[src/design/lasu_params.svh]
// constants for the logic and arithmetic shift unit
`ifndef LASU_PARAMS_SVH
`define LASU_PARAMS_SVH
// opcode group selectors
`define LASU_GRP_AND      4'hc
`define LASU_GRP_SHIFT    4'he
`define LASU_AND_IMMEDIATE_HI      8'h02
`define LASU_AND_IMMEDIATE_FLAGS   16'h023c
// size codes
`define LASU_SZ_BYTE      2'h0
`define LASU_SZ_WORD      2'h1
`define LASU_SZ_LONG      2'h2
`define LASU_SZ_MEM       2'h3
// effective operand modes
`define LASU_MODE_DREG    3'h0
`define LASU_MODE_AREG    3'h1
`define LASU_MODE_EXT     3'h7
`define LASU_REG_ABS_W    3'h0
`define LASU_REG_ABS_L    3'h1
`define LASU_REG_PC_D16   3'h2
`define LASU_REG_PC_IDX   3'h3
`define LASU_REG_IMM      3'h4
// flag bit positions in the flag byte
`define LASU_FL_C         0
`define LASU_FL_V         1
`define LASU_FL_Z         2
`define LASU_FL_N         3
`define LASU_FL_X         4
// shift counts
`define LASU_CNT_MOD_MASK 6'h3f
`define LASU_CNT_ZERO_IS  6'h08
`define LASU_CNT_ONE      6'h01
`endif

[src/design/lasu_pkg.sv]
// types for the logic and arithmetic shift unit
package lasu_pkg;
   typedef enum logic [2:0] {
      LASU_OP_NONE,
      LASU_OP_AND_TO_REG,
      LASU_OP_AND_TO_MEM,
      LASU_OP_AND_IMMEDIATE,
      LASU_OP_AND_IMMEDIATE_FLAGS,
      LASU_OP_SHIFT_REG,
      LASU_OP_SHIFT_MEM
   } lasu_op_t;

   typedef struct packed {
      logic [31:0] result;
      logic [4:0]  flags;
      logic        wr_reg;
      logic        wr_mem;
      logic [2:0]  wr_idx;
      logic        illegal;
      logic        done;
   } lasu_state_t;

   typedef struct packed {
      logic [31:0] value;
      logic        carry;
      logic        ovf;
   } lasu_shift_t;
endpackage

[src/design/lasu_shifter.sv]
// arithmetic shifter for byte, word and long operands
`timescale 1ns/1ps
`include "lasu_params.svh"
module lasu_shifter #(
   parameter int W = 32
) (
   // operand and control
   input  wire logic [W-1:0] operand,
   input  wire logic [1:0]   size,
   input  wire logic [5:0]   count,
   input  wire logic         left,
   // result
   output logic [W-1:0]      value,
   output logic              carry,
   output logic              ovf
);
   // walk the count one bit at a time; count is at most 63 so the loop is bounded
   always_comb begin
      logic [W-1:0] v;
      logic         msb;
      logic         sign0;
      v     = operand;
      msb   = 1'b0;
      sign0 = 1'b0;
      carry = 1'b0;
      ovf   = 1'b0;
      case (size)
         `LASU_SZ_BYTE: sign0 = operand[7];
         `LASU_SZ_WORD: sign0 = operand[15];
         default:       sign0 = operand[W-1];
      endcase
      for (int i = 0; i < 64; i++) begin
         if (6'(i) < count) begin
            case (size)
               `LASU_SZ_BYTE: msb = v[7];
               `LASU_SZ_WORD: msb = v[15];
               default:       msb = v[W-1];
            endcase
            if (left) begin
               carry = msb;
               v     = {v[W-2:0], 1'b0};
            end else begin
               carry = v[0];
               v     = v >> 1;
               case (size)
                  `LASU_SZ_BYTE: v[7]   = sign0;
                  `LASU_SZ_WORD: v[15]  = sign0;
                  default:       v[W-1] = sign0;
               endcase
            end
            case (size)
               `LASU_SZ_BYTE: ovf = ovf | (v[7] != sign0);
               `LASU_SZ_WORD: ovf = ovf | (v[15] != sign0);
               default:       ovf = ovf | (v[W-1] != sign0);
            endcase
         end
      end
      ovf   = left & ovf;
      value = v;
   end
endmodule // lasu_shifter

[src/design/lasu_unit.sv]
`timescale 1ns/1ps
`include "lasu_params.svh"
module lasu_unit #(
   parameter int W = 32
) (
   // clock, reset, enable
   input  wire logic         clk_sys,
   input  wire logic         nrst,
   input  wire logic         ce,
   // instruction
   input  wire logic         issue,
   input  wire logic [15:0]  opcode,
   input  wire logic [15:0]  ext_word0,
   input  wire logic [15:0]  ext_word1,
   // operands
   input  wire logic [W-1:0] data_reg_val,
   input  wire logic [W-1:0] count_reg_val,
   input  wire logic [W-1:0] mem_operand,
   input  wire logic [4:0]   flag_byte_in,
   // results
   output logic [W-1:0]      result,
   output logic [4:0]        flag_byte,
   output logic              wr_data_reg,
   output logic              wr_mem,
   output logic [2:0]        wr_reg_idx,
   output logic              illegal,
   output logic              done
);
   // ========================================
   // field decode
   logic [3:0]          grp;
   logic [2:0]          reg_fld;
   logic [2:0]          opm;
   logic [2:0]          ea_mode;
   logic [2:0]          ea_reg;
   logic [1:0]          size;
   logic                shift_direction_bit;
   lasu_pkg::lasu_op_t  op;
   logic                legal;
   assign grp                 = opcode[15:12];
   assign reg_fld             = opcode[11:9];
   assign opm                 = opcode[8:6];
   assign ea_mode             = opcode[5:3];
   assign ea_reg              = opcode[2:0];
   assign size                = opcode[7:6];
   assign shift_direction_bit = opcode[8];

   // mode classes of the effective operand
   logic is_dreg, is_areg, is_ext_ok, is_data, is_mem_alt;
   assign is_dreg    = ea_mode == `LASU_MODE_DREG;
   assign is_areg    = ea_mode == `LASU_MODE_AREG;
   assign is_ext_ok  = ea_mode == `LASU_MODE_EXT
                       && (ea_reg == `LASU_REG_ABS_W || ea_reg == `LASU_REG_ABS_L);
   assign is_data    = (ea_mode != `LASU_MODE_AREG && ea_mode != `LASU_MODE_EXT)
                       || is_ext_ok
                       || (ea_mode == `LASU_MODE_EXT && (ea_reg == `LASU_REG_IMM
                           || ea_reg == `LASU_REG_PC_D16 || ea_reg == `LASU_REG_PC_IDX));
   assign is_mem_alt = (!is_dreg && !is_areg && ea_mode != `LASU_MODE_EXT) || is_ext_ok;

   // classify opcode and legality
   always_comb begin
      op    = lasu_pkg::LASU_OP_NONE;
      legal = 1'b0;
      if (opcode == `LASU_AND_IMMEDIATE_FLAGS) begin
         op    = lasu_pkg::LASU_OP_AND_IMMEDIATE_FLAGS;
         legal = ext_word0[15:8] == 8'h00;
      end else if (opcode[15:8] == `LASU_AND_IMMEDIATE_HI) begin
         op    = lasu_pkg::LASU_OP_AND_IMMEDIATE;
         legal = size != `LASU_SZ_MEM && (is_dreg || is_mem_alt);
      end else if (grp == `LASU_GRP_AND) begin
         if (opm[2] == 1'b0) begin
            op    = lasu_pkg::LASU_OP_AND_TO_REG;
            legal = opm[1:0] != `LASU_SZ_MEM && is_data;
         end else begin
            op    = lasu_pkg::LASU_OP_AND_TO_MEM;
            legal = opm[1:0] != `LASU_SZ_MEM && is_mem_alt;
         end
      end else if (grp == `LASU_GRP_SHIFT && opcode[4:3] == 2'h0 && size != `LASU_SZ_MEM) begin
         op    = lasu_pkg::LASU_OP_SHIFT_REG;
         legal = 1'b1;
      end else if (grp == `LASU_GRP_SHIFT && size == `LASU_SZ_MEM && reg_fld == 3'h0) begin
         op    = lasu_pkg::LASU_OP_SHIFT_MEM;
         legal = is_mem_alt;
      end
   end

   // ========================================
   // operand size and immediate
   logic [1:0]   op_size;
   logic [W-1:0] imm;
   logic [W-1:0] size_mask;
   always_comb begin
      case (op)
         lasu_pkg::LASU_OP_AND_TO_REG,
         lasu_pkg::LASU_OP_AND_TO_MEM: op_size = opm[1:0];
         lasu_pkg::LASU_OP_SHIFT_MEM:  op_size = `LASU_SZ_WORD;
         default:                      op_size = size;
      endcase
      case (op_size)
         `LASU_SZ_BYTE: imm = W'({24'h0, ext_word0[7:0]});
         `LASU_SZ_WORD: imm = W'({16'h0, ext_word0});
         default:       imm = W'({ext_word0, ext_word1});
      endcase
      case (op_size)
         `LASU_SZ_BYTE: size_mask = W'(32'h0000_00ff);
         `LASU_SZ_WORD: size_mask = W'(32'h0000_ffff);
         default:       size_mask = '1;
      endcase
   end

   // ========================================
   // shift count and shifter
   logic [5:0]   shift_cnt;
   logic [W-1:0] shift_src;
   logic [W-1:0] sh_val;
   logic         sh_c;
   logic         sh_v;
   always_comb begin
      if (op == lasu_pkg::LASU_OP_SHIFT_MEM) begin
         shift_cnt = `LASU_CNT_ONE;
      end else if (opcode[5]) begin
         shift_cnt = count_reg_val[5:0] & `LASU_CNT_MOD_MASK;
      end else if (reg_fld == 3'h0) begin
         shift_cnt = `LASU_CNT_ZERO_IS;
      end else begin
         shift_cnt = {3'h0, reg_fld};
      end
   end
   assign shift_src = (op == lasu_pkg::LASU_OP_SHIFT_MEM) ? mem_operand : data_reg_val;

   lasu_shifter #(.W(W)) u_shift (
      .operand (shift_src),
      .size    (op_size),
      .count   (shift_cnt),
      .left    (shift_direction_bit),
      .value   (sh_val),
      .carry   (sh_c),
      .ovf     (sh_v)
   );

   // ========================================
   // state
   lasu_pkg::lasu_state_t st_q, st_d;

   // next state: one instruction completes per issue cycle
   always_comb begin
      logic [W-1:0] src_b;
      logic [W-1:0] res;
      logic [W-1:0] sized;
      logic         msb;
      src_b = '0;
      res   = '0;
      sized = '0;
      msb   = 1'b0;
      st_d  = st_q;
      st_d.done    = 1'b0;
      st_d.wr_reg  = 1'b0;
      st_d.wr_mem  = 1'b0;
      st_d.illegal = 1'b0;
      if (issue) begin
         st_d.done = 1'b1;
         st_d.flags = flag_byte_in;
         if (!legal) begin
            st_d.illegal = 1'b1;
         end else if (op == lasu_pkg::LASU_OP_AND_IMMEDIATE_FLAGS) begin
            st_d.flags = flag_byte_in & ext_word0[4:0];
         end else begin
            // operand b: data register field, or effective side
            if (op == lasu_pkg::LASU_OP_AND_IMMEDIATE)
               src_b = is_dreg ? data_reg_val : mem_operand;
            else if (op == lasu_pkg::LASU_OP_AND_TO_REG)
               src_b = is_dreg ? count_reg_val : mem_operand;
            else
               src_b = mem_operand;
            case (op)
               lasu_pkg::LASU_OP_AND_IMMEDIATE:       res = src_b & imm;
               lasu_pkg::LASU_OP_AND_TO_REG: res = (ea_mode == `LASU_MODE_EXT
                                                   && ea_reg == `LASU_REG_IMM)
                                                   ? (data_reg_val & imm)
                                                   : (data_reg_val & src_b);
               lasu_pkg::LASU_OP_AND_TO_MEM: res = data_reg_val & src_b;
               default:                      res = sh_val;
            endcase
            sized = res & size_mask;
            case (op_size)
               `LASU_SZ_BYTE: msb = sized[7];
               `LASU_SZ_WORD: msb = sized[15];
               default:       msb = sized[W-1];
            endcase
            st_d.flags[`LASU_FL_N] = msb;
            st_d.flags[`LASU_FL_Z] = sized == '0;
            st_d.flags[`LASU_FL_V] = 1'b0;
            st_d.flags[`LASU_FL_C] = 1'b0;
            if (op == lasu_pkg::LASU_OP_SHIFT_REG || op == lasu_pkg::LASU_OP_SHIFT_MEM) begin
               st_d.flags[`LASU_FL_C] = sh_c;
               st_d.flags[`LASU_FL_V] = sh_v;
               if (shift_cnt != 6'h00)
                  st_d.flags[`LASU_FL_X] = sh_c;
            end
            st_d.result = (data_reg_val & ~size_mask) | sized;
            if (op == lasu_pkg::LASU_OP_AND_TO_MEM || op == lasu_pkg::LASU_OP_SHIFT_MEM
                || (op == lasu_pkg::LASU_OP_AND_IMMEDIATE && !is_dreg))
               st_d.result = sized;
            st_d.wr_mem = op == lasu_pkg::LASU_OP_AND_TO_MEM
                          || op == lasu_pkg::LASU_OP_SHIFT_MEM
                          || (op == lasu_pkg::LASU_OP_AND_IMMEDIATE && !is_dreg);
            st_d.wr_reg = !st_d.wr_mem;
            st_d.wr_idx = (op == lasu_pkg::LASU_OP_AND_TO_REG) ? reg_fld : ea_reg;
         end
      end
   end

   // register the whole state; ce freezes everything
   always_ff @(posedge clk_sys or negedge nrst) begin
      if (!nrst) begin
         st_q <= '0;
      end else if (ce) begin
         st_q <= st_d;
      end
   end

   assign result      = st_q.result;
   assign flag_byte   = st_q.flags;
   assign wr_data_reg = st_q.wr_reg;
   assign wr_mem      = st_q.wr_mem;
   assign wr_reg_idx  = st_q.wr_idx;
   assign illegal     = st_q.illegal;
   assign done        = st_q.done;

   // ========================================
   // checks
   // V and C clear after AND
   property p_and_vc;
      @(posedge clk_sys) disable iff (!nrst)
      (ce && issue && legal && (op == lasu_pkg::LASU_OP_AND_TO_REG
       || op == lasu_pkg::LASU_OP_AND_IMMEDIATE)) |=> (flag_byte[1:0] == 2'h0);
   endproperty
   a_and_vc: assert property (p_and_vc) else $error("and left v or c set");
   property p_and_x;
      @(posedge clk_sys) disable iff (!nrst)
      (ce && issue && legal && op == lasu_pkg::LASU_OP_AND_TO_MEM)
      |=> (flag_byte[4] == $past(flag_byte_in[4]));
   endproperty
   a_and_x: assert property (p_and_x) else $error("and changed x");
   property p_no_areg;
      @(posedge clk_sys) disable iff (!nrst)
      (ce && issue && grp == `LASU_GRP_AND && is_areg) |=> (illegal && !wr_data_reg);
   endproperty
   a_no_areg: assert property (p_no_areg) else $error("and took address reg");
   property p_mem_dreg;
      @(posedge clk_sys) disable iff (!nrst)
      (ce && issue && op == lasu_pkg::LASU_OP_AND_TO_MEM && is_dreg) |=> illegal;
   endproperty
   a_mem_dreg: assert property (p_mem_dreg) else $error("and to dreg ea taken");
   property p_flags_and;
      @(posedge clk_sys) disable iff (!nrst)
      (ce && issue && op == lasu_pkg::LASU_OP_AND_IMMEDIATE_FLAGS && legal)
      |=> (flag_byte == ($past(flag_byte_in) & $past(ext_word0[4:0])));
   endproperty
   a_flags_and: assert property (p_flags_and) else $error("flag and wrong");
   // zero count clears carry, keeps X
   property p_zero_cnt;
      @(posedge clk_sys) disable iff (!nrst)
      (ce && issue && legal && op == lasu_pkg::LASU_OP_SHIFT_REG && shift_cnt == 6'h00)
      |=> (!flag_byte[0] && flag_byte[4] == $past(flag_byte_in[4]));
   endproperty
   a_zero_cnt: assert property (p_zero_cnt) else $error("zero shift flags");
   // upper bits kept on byte write
   property p_upper;
      @(posedge clk_sys) disable iff (!nrst)
      (ce && issue && legal && op == lasu_pkg::LASU_OP_SHIFT_REG && op_size == `LASU_SZ_BYTE)
      |=> (result[W-1:8] == $past(data_reg_val[W-1:8]));
   endproperty
   a_upper: assert property (p_upper) else $error("upper bits disturbed");
   property p_eight;
      @(posedge clk_sys) disable iff (!nrst)
      (ce && issue && op == lasu_pkg::LASU_OP_SHIFT_REG && !opcode[5] && reg_fld == 3'h0)
      |-> shift_cnt == `LASU_CNT_ZERO_IS;
   endproperty
   a_eight: assert property (p_eight) else $error("count zero not eight");
   property p_mem_one;
      @(posedge clk_sys) disable iff (!nrst)
      (op == lasu_pkg::LASU_OP_SHIFT_MEM)
      |-> (shift_cnt == `LASU_CNT_ONE && op_size == `LASU_SZ_WORD);
   endproperty
   a_mem_one: assert property (p_mem_one) else $error("memory shift not one word bit");
   // a refused opcode raises no write strobe
   property p_refuse_quiet;
      @(posedge clk_sys) disable iff (!nrst)
      (ce && issue && !legal) |=> (illegal && !wr_data_reg && !wr_mem);
   endproperty
   a_refuse_quiet: assert property (p_refuse_quiet) else $error("refused opcode wrote");
   // nonzero count puts the last bit out in both X and C
   property p_shift_xc;
      @(posedge clk_sys) disable iff (!nrst)
      (ce && issue && op == lasu_pkg::LASU_OP_SHIFT_REG && shift_cnt != 6'h00)
      |=> (flag_byte[`LASU_FL_X] == flag_byte[`LASU_FL_C]);
   endproperty
   a_shift_xc: assert property (p_shift_xc) else $error("shift x and c differ");
endmodule // lasu_unit

[config.mk]
export PLATFORM = sky130hd
export DESIGN_NAME = lasu_unit
export DESIGN_NICKNAME = d
export VERILOG_FILES = /design/src/design/lasu_pkg.sv /design/src/design/lasu_shifter.sv /design/src/design/lasu_unit.sv
export VERILOG_INCLUDE_DIRS = /design/src /design/src/design
export SDC_FILE = /design/constraint.sdc
export NUM_CORES = 2
export LEC_CHECK = 0
export ABC_AREA = 1
export BUFFER_PORTS_ARGS = -buffer_cell sky130_fd_sc_hd__buf_4
export CAP_MARGIN = 15
export CORE_ASPECT_RATIO = 1.5
export CORE_MARGIN = 3
export CORE_UTILIZATION = 45
export CTS_CLUSTER_SIZE = 28
export DETAILED_ROUTE_END_ITERATION = 10
export HOLD_SLACK_MARGIN = 0.08
export MAX_ROUTING_LAYER = met4
export PLACE_DENSITY = 0.74
export SLEW_MARGIN = 40
export SYNTH_ARGS = -nofsm -noshare
export SYNTH_HDL_FRONTEND = slang
export SYNTH_SLANG_ARGS = --single-unit
[constraint.sdc]
create_clock -name clk_sys -period 0.8 [get_ports clk_sys]
set_input_delay 0.16 -clock clk_sys [delete_from_list [all_inputs] [get_ports clk_sys]]
set_output_delay 0.16 -clock clk_sys [all_outputs]
set_load 0.01 [all_outputs]
## Word level (Yosys, flattened, before mapping)

Index checks and enable logic that the tools add are counted.

| storage, ports and cells | value |
|---|---|
| bits in registers | 44 |
| input port bits | 153 |
| output and inout bits | 44 |

| operators by class | value |
|---|---|
| $lt $le $gt $ge | 64 |
| equal/unequal tests | 213 |
| mux-type cells | 683 |
| bitwise operators | 199 |
| reduce and logical (&&, ||, !) cells | 38 |

Operator list:

| cell | number |
|---|---|
| 32-bit 2-to-1 mux | 205 |
| 1-bit 2-to-1 mux | 330 |
| 1-bit case mux with 2 select lines | 129 |
| 6-bit less-than comparator, first input constant | 32 |
| 1-bit != test | 192 |
| 1-bit bitwise OR | 189 |
| 32-bit bitwise AND | 5 |
| 32-bit case mux with 2 select lines | 2 |
| 5-bit by 6-bit less-than comparator with 1-bit output, first input constant | 16 |
| 32-bit case mux with 3 select lines | 1 |
| 4-bit by 6-bit less-than comparator with 1-bit output, first input constant | 8 |
| 32-bit logical NOT | 1 |
| 32-bit NOT | 1 |
| 32-bit bitwise OR | 1 |
| 3-bit by 6-bit less-than comparator with 1-bit output, first input constant | 4 |
| 3-bit 2-to-1 mux | 6 |
| 16-bit by 10-bit equality test with 1-bit output, second input constant | 1 |
| 3-bit equality test, second input constant | 5 |
| 1-bit logical AND | 14 |
| 3-bit by 2-bit equality test with 1-bit output, second input constant | 4 |
| 1-bit by 6-bit less-than comparator with 1-bit output, first input constant | 2 |
| 2-bit by 6-bit less-than comparator with 1-bit output, first input constant | 2 |
| 6-bit 2-to-1 mux | 2 |
| 1-bit logical OR | 10 |
| 24 further kinds | 35 |

## Depth between registers and ports, before layout

| depth | value |
|---|---|
| depth in word-level cells | 277 |
| depth in mapped cells | 97 |
| mapped depth without buffers | 96 |

## Hierarchy

From an unflattened synthesis, not the netlist that was laid out.

| second synthesis, totals | value |
|---|---|
| cells, all modules | 4687 |
| area, all modules | 22160.0 µm² |

Modules (own cells, without submodules):

| module | times used | cells an instance | area each (µm²) | seq. area each (µm²) |
|---|---|---|---|---|
| lasu_shifter | 1 | 3634 | 16580.9 | 0.0 |
| lasu_unit | 1 | 1053 | 5579.1 | 1101.1 |

## Worst setup path before layout

No wires, ideal clock.

| path | value |
|---|---|
| path kind | input port to flip-flop |
| start | input port opcode[10] |
| end | register st_q, in the netlist flag_byte[2] |
| setup time | 0.116 ns |
| arrival time | 6.784 ns |
| path slack | -6.100 ns |
| stages on the path | 82 |
| buffers on the path | 2 |
| cells stage by stage | nor2_2 -> nand2_1 -> nor2_2 -> nand2_4 -> o21ai_4 -> buf_6 -> nand3_4 -> inv_4 -> buf_6 -> nand2_2 -> nand3_1 -> nand3_2 -> nand2_2 -> nand3_1 -> nand2_1 -> nand3_2 -> nand2_1 -> nand3_2 -> [46 not listed] -> nand3_2 -> nand2_1 -> a21oi_1 -> nand2_1 -> nand2_1 -> nand2_1 -> nand2_1 -> o21ai_1 -> nand2_1 -> nand2_2 -> nand4_1 -> nor2_1 -> nand3_1 -> nand2_1 -> nand2_1 -> nand2_1 -> nand2_1 -> nand2_1 |

| between the ends | value |
|---|---|
| cells in the longest elaborated chain, start to end | 243 |

RTL lines:

| what | line | source |
|---|---|---|
| start: declaration | lasu_unit.sv:12 | `input wire logic [15:0] opcode,` |
| 3-bit logical NOT | lasu_unit.sv:81, lasu_unit.sv:123 |  |
| 1-bit logical AND | lasu_unit.sv:81 | `` end else if (grp == `LASU_GRP_SHIFT && size == `LASU_SZ_MEM && reg_fld == 3'h0) begin `` |
| 3-bit 2-to-1 mux | lasu_unit.sv:81 |  |
| 3-bit 2-to-1 mux | lasu_unit.sv:78 | `` end else if (grp == `LASU_GRP_SHIFT && opcode[4:3] == 2'h0 && size != `LASU_SZ_MEM) begin `` |
| 3-bit 2-to-1 mux | lasu_unit.sv:70 | `` end else if (grp == `LASU_GRP_AND) begin `` |
| 3-bit 2-to-1 mux | lasu_unit.sv:67 | `` end else if (opcode[15:8] == `LASU_AND_IMMEDIATE_HI) begin `` |
| 3-bit 2-to-1 mux | lasu_unit.sv:64 | `` if (opcode == `LASU_AND_IMMEDIATE_FLAGS) begin `` |
| 3-bit equality test | lasu_unit.sv:93, lasu_unit.sv:119, lasu_unit.sv:129 |  |
| [227 not listed] | n/a |  |
| 32-bit case mux with 3 select lines | lasu_unit.sv:175 | `case (op)` |
| 32-bit 2-to-1 mux | lasu_unit.sv:165 | `end else if (op == lasu_pkg::LASU_OP_AND_IMMEDIATE_FLAGS) begin` |
| 32-bit 2-to-1 mux | lasu_unit.sv:163 | `if (!legal) begin` |
| 32-bit 2-to-1 mux | lasu_unit.sv:160 | `if (issue) begin` |
| 32-bit bitwise AND | lasu_unit.sv:184 | `sized = res & size_mask;` |
| 32-bit logical NOT | lasu_unit.sv:191 | `` st_d.flags[`LASU_FL_Z] = sized == '0; `` |
| 5-bit 2-to-1 mux | lasu_unit.sv:165 |  |
| 10-bit 2-to-1 mux * | lasu_unit.sv:163 |  |
| end signal: assignment | lasu_unit.sv:218 | `st_q <= st_d;` |
| end: declaration | lasu_unit.sv:143 | `lasu_pkg::lasu_state_t st_q, st_d;` |

Every way passes the cells marked *; elsewhere a longest branch is shown, timed or not. The select of a mux whose other input is x is not followed.
A chain may end at the register's enable or synchronous reset.

## Worst setup path after layout

| path | value |
|---|---|
| start | input port opcode[13] |
| end | register st_q, in the netlist flag_byte[2] |

| between the ends | value |
|---|---|
| cells in the longest elaborated chain, start to end | 244 |

RTL lines:

| what | line |
|---|---|
| 4-bit equality test (no source line) | n/a |
| 1-bit logical AND (no source line) | n/a |
| 1-bit logical AND | lasu_unit.sv:81 |
| 3-bit 2-to-1 mux | lasu_unit.sv:81 |
| 3-bit 2-to-1 mux | lasu_unit.sv:78 |
| 3-bit 2-to-1 mux | lasu_unit.sv:70 |
| 3-bit 2-to-1 mux | lasu_unit.sv:67 |
| 3-bit 2-to-1 mux | lasu_unit.sv:64 |
| [228 not listed] | n/a |
| 32-bit case mux with 3 select lines | lasu_unit.sv:175 |
| 32-bit 2-to-1 mux | lasu_unit.sv:165 |
| 32-bit 2-to-1 mux | lasu_unit.sv:163 |
| 32-bit 2-to-1 mux | lasu_unit.sv:160 |
| 32-bit bitwise AND | lasu_unit.sv:184 |
| 32-bit logical NOT | lasu_unit.sv:191 |
| 5-bit 2-to-1 mux | lasu_unit.sv:165 |
| 10-bit 2-to-1 mux * | lasu_unit.sv:163 |

Marks and branches as above.

==> metrics.md <==
| Metric | Value |
|---|---|
| Outcome | complete, but fails checks |
| Failing checks | negative setup slack |
| Cell family with most CP delay | simple AND/OR/NAND/NOR gates |
| RSZ-0062 raised after global routing | yes |
| Worst VDD drop | ~1800 uV |
| CTS tree | done |
| Seq cells post-synth | 44 |
| Largest net degree at the start of global routing | 63 |
| Fin Clk Skew | 0 ps |
| Synthesized-area fraction occupied by and/or/nand/nor cells | just over 60% |
| Number of flip-flops in the largest register | 32 |
| Net count after synthesis | 4586 |
| Mapped cell area | about 22000 um^2 |
| Sequential share of the synthesized area | under 10% |
| Post-Layout Cell Count | 6087 |
| HPWL after DPL | just over 90000 um |
| Comb power frac | between 80 and 90% |
| CP Launch Point | opcode[13] |
| Die area | 51600 um^2 |
| Avg Inst Size Synth | just under 5 um^2 |
| Reg2reg setup slack | approximately 50 ps |
| Worst Hold End | flag_byte[1]$_DFFE_PN0P_ |
| Fraction of layout cells with a size suffix above 1 | 42.9% |
| Internal | roughly 21 mW |
| First-pass GRT wire length | about 180000 um |
| Vias | between 30000 and 40000 |
| Switching share of power | 55.1% |
| Gr ovfl total | 0 |
| Routability congestion estimate from global placement | between 1 and 1.5 |
| Clk root buf | clkbuf_16 |
| # H-tree levels | 2 |
| Period utilization | 1110% |
| Pre-Repair DR Iteration Count | 9 |
| Row count | 98 |
| FF-to-FF path depth | 1 |
| Clk_lat worst skew | roughly 290 ps |
| Achievable Freq | ~110 MHz |
| Clock Power Share | under 10% |
| Area Overhead vs Synth | 61.4% |
| P_leak | 19.3 nW |
| Synth Area in Compound Gates | 20.3% |
| Distinct cells, synth | 65 |
| Number of fill cells | ~3800 |
| Worst Hold Depth | 3 |
| Fin. max-slew vios | 0 |
| Die X | 186 um |
| Core Region | between 40000 and 50000 um^2 |
| Register area | roughly 1100 um^2 |
| Max-slew headroom | about two fifths |
| Clock tree buffer depth | 2 |
| Starting Density | around 46% |
| Final setup fails | a little under 90 |
| Worst path bufs/invs | 10 |
| Main combinational cell family by area after synthesis | simple AND/OR/NAND/NOR gates |
| CP max-delay cell | nand3_1 |
| RR Endpoint | result[10]$_DFFE_PN0P_ |
| Number of routed nets with antenna violations | 0 |
| Routed vias/inst | ~6.2 |
| All-Layer GR Usage | 44.7% |
| Post-Route WL | between 100000 and 150000 um |
| Power Dens Cells | between 1000 and 1500 nW/um^2 |
| I/O Pins | a little under 200 |
| Top-count cell post-synth | nand2_1 |
| Min-delay src | flag_byte_in[1] |
| Synth Flop Type | dfrtp_1 |
| CTS sink cnt | between 40 and 50 |
| Synth cell count leaders | nand2_1 (2065), nand3_1 (644), a21oi_1 (243) |
| Die span in y | around 280 um |
| Critical Path Sink Type | flop |
| Mux cell area share after synthesis | 0% |
| Multi-input gate area | 22200 um^2 |
| Reg clk slew, reported paths | approximately 60 ps |
| DRC | 0 |
| Asr flop ratio synth | 100% |
| Sequential power share | under 10% |
| Synth top area cells | nand2_1 (35%), nand3_1 (15%), a21oi_1 (5.5%), dfrtp_1 (5.0%), o21ai_0 (4.6%) |
| Placed cells | 5954 |
| Post-synthesis xor/xnor area fraction | ~1.1% |
| Synth warn | 0 |
| Fin. Hold Viols | 0 |
| Max-cap violations | 0 |
| Top-area cell type share of the netlist area | 35.2% |
| Synth Instances | 4433 |
| Crit path kind | input pin to flop |
| Sw power | about 26 mW |
| EDFF count, synth | 0 |
| Setup tns final | -275410 ps |
| Slew @ Worst Pin | approximately 900 ps |
| Adder-cell share of the synthesized area | 0% |
| CP Launch Type | input pin |
| Worst EP arrival | between 9000 and 10000 ps |
| Initial antenna violation count | 4 |
| CTS buffer count | 5 |
| Cell taking the most area after synthesis | nand2_1 |
| Initial drt markers | between 4000 and 5000 |
| WP data required | 980 ps |
| Final setup margin | -8060 ps |
| Vias in the first global route | ~35000 |
| Worst stage delay on the critical path | 240 ps |
| Nets@finish | 5583 |
| Hold crit path type | input pin to flop |
| Most used cell, CP | nand2_1 |
| Worst reg2reg path startpoint | result[10]$_DFFE_PN0P_ |
| Post-detailed-route wirelength per cell | 21.2 um |
| Input/output buffers | between 150 and 200 |
| CP max FO | 12 |
| Minimum clock period | approximately 8900 ps |
## cells by family after synthesis
group	Yosys count
AO/OA/AOI/OAI	740
XOR/XNOR	28
buffers and inverters	513
flip-flops	44
AND/OR/NAND/NOR	3108
## worst max-delay path by stage
stage	depth (start not counted)	to	slack (ps)
after floorplan	83	flag_byte[2]$_DFFE_PN0P_	-6000
after global placement	81	flag_byte[2]$_DFFE_PN0P_	-7960
after detailed placement	81	flag_byte[2]$_DFFE_PN0P_	-8050
after CTS	89	flag_byte[2]$_DFFE_PN0P_	-7180
after global routing	85	flag_byte[2]$_DFFE_PN0P_	-8920
final	89	flag_byte[2]$_DFFE_PN0P_	-8060
## repair_timing
action,4_1_cts,5_1_grt
hold endpoints to repair,44,0
buffers inserted,70,47
gates resized for setup,459,669
pin swaps,153,184
hold buffers,1,0
setup endpoints to repair,87,87
cloned,4,0
## through the flow
step / util [%] / setup WS [ps] / cell area, um^2 / hold slack, ps / power [mW]
after floorplan: - / -6000 / 22200 / -136 / 20.9
after global placement: 62.6 / -7960 / 30000 / 33.2 / 34.3
after detailed placement: 62.6 / -8050 / 30000 / 34.7 / 34.6
after CTS: 67.9 / -7180 / 32600 / 195 / 40.1
after global routing: 74.0 / -8920 / 35500 / 204 / 49.1
final: 74.0 / -8060 / 35500 / 196 / 46.5
## layout by cell type, fill, tap and decap left out, types with 80 or more instances in the layout
cell type,instances
nand2_1,1657
buf_4,1119
nand2_2,410
nand3_1,398
nand3_2,246
inv_1,208
a21oi_1,165
o21ai_0,151
nor2_1,117
buf_6,94
a21oi_2,80
## final cells by class
| cell class | instances | area share, % |
|---|---|---|
| multi-input combinational | 3876 | 62.6 |
| timing repair buffer | 1249 | 28.7 |
| sequential | 44 | 3.10 |
| inverter | 253 | 2.77 |
| tap | 650 | 2.29 |
| clock buffer | 6 | 0.391 |
| clock inverter | 2 | 0.109 |
| timing repair inverter | 1 | 0.0458 |
| antenna | 6 | 0.0423 |
## worst min-delay path: stages
cell and delay (ps):
buf_4 80, a21oi_1 70, a21oi_2 140
## routing by layer
layer	share of wire, %	GRT usage, %
met1	32	44.4
met2	44	73.3
met3	11	7.94
met4	13	43.0
met5	0	-
## power groups by stage
stage | combinational (mW) | sequential, mW | clock (mW)
after floorplan | 17.5 | 3.41 | 0
after global placement | 31.1 | 3.22 | 0
after detailed placement | 31.4 | 3.22 | 0
after CTS | 34.2 | 3.31 | 2.51
after global routing | 43.1 | 3.42 | 2.57
final | 40.6 | 3.39 | 2.48
No activity file was read; power rests on OpenSTA's default activity.
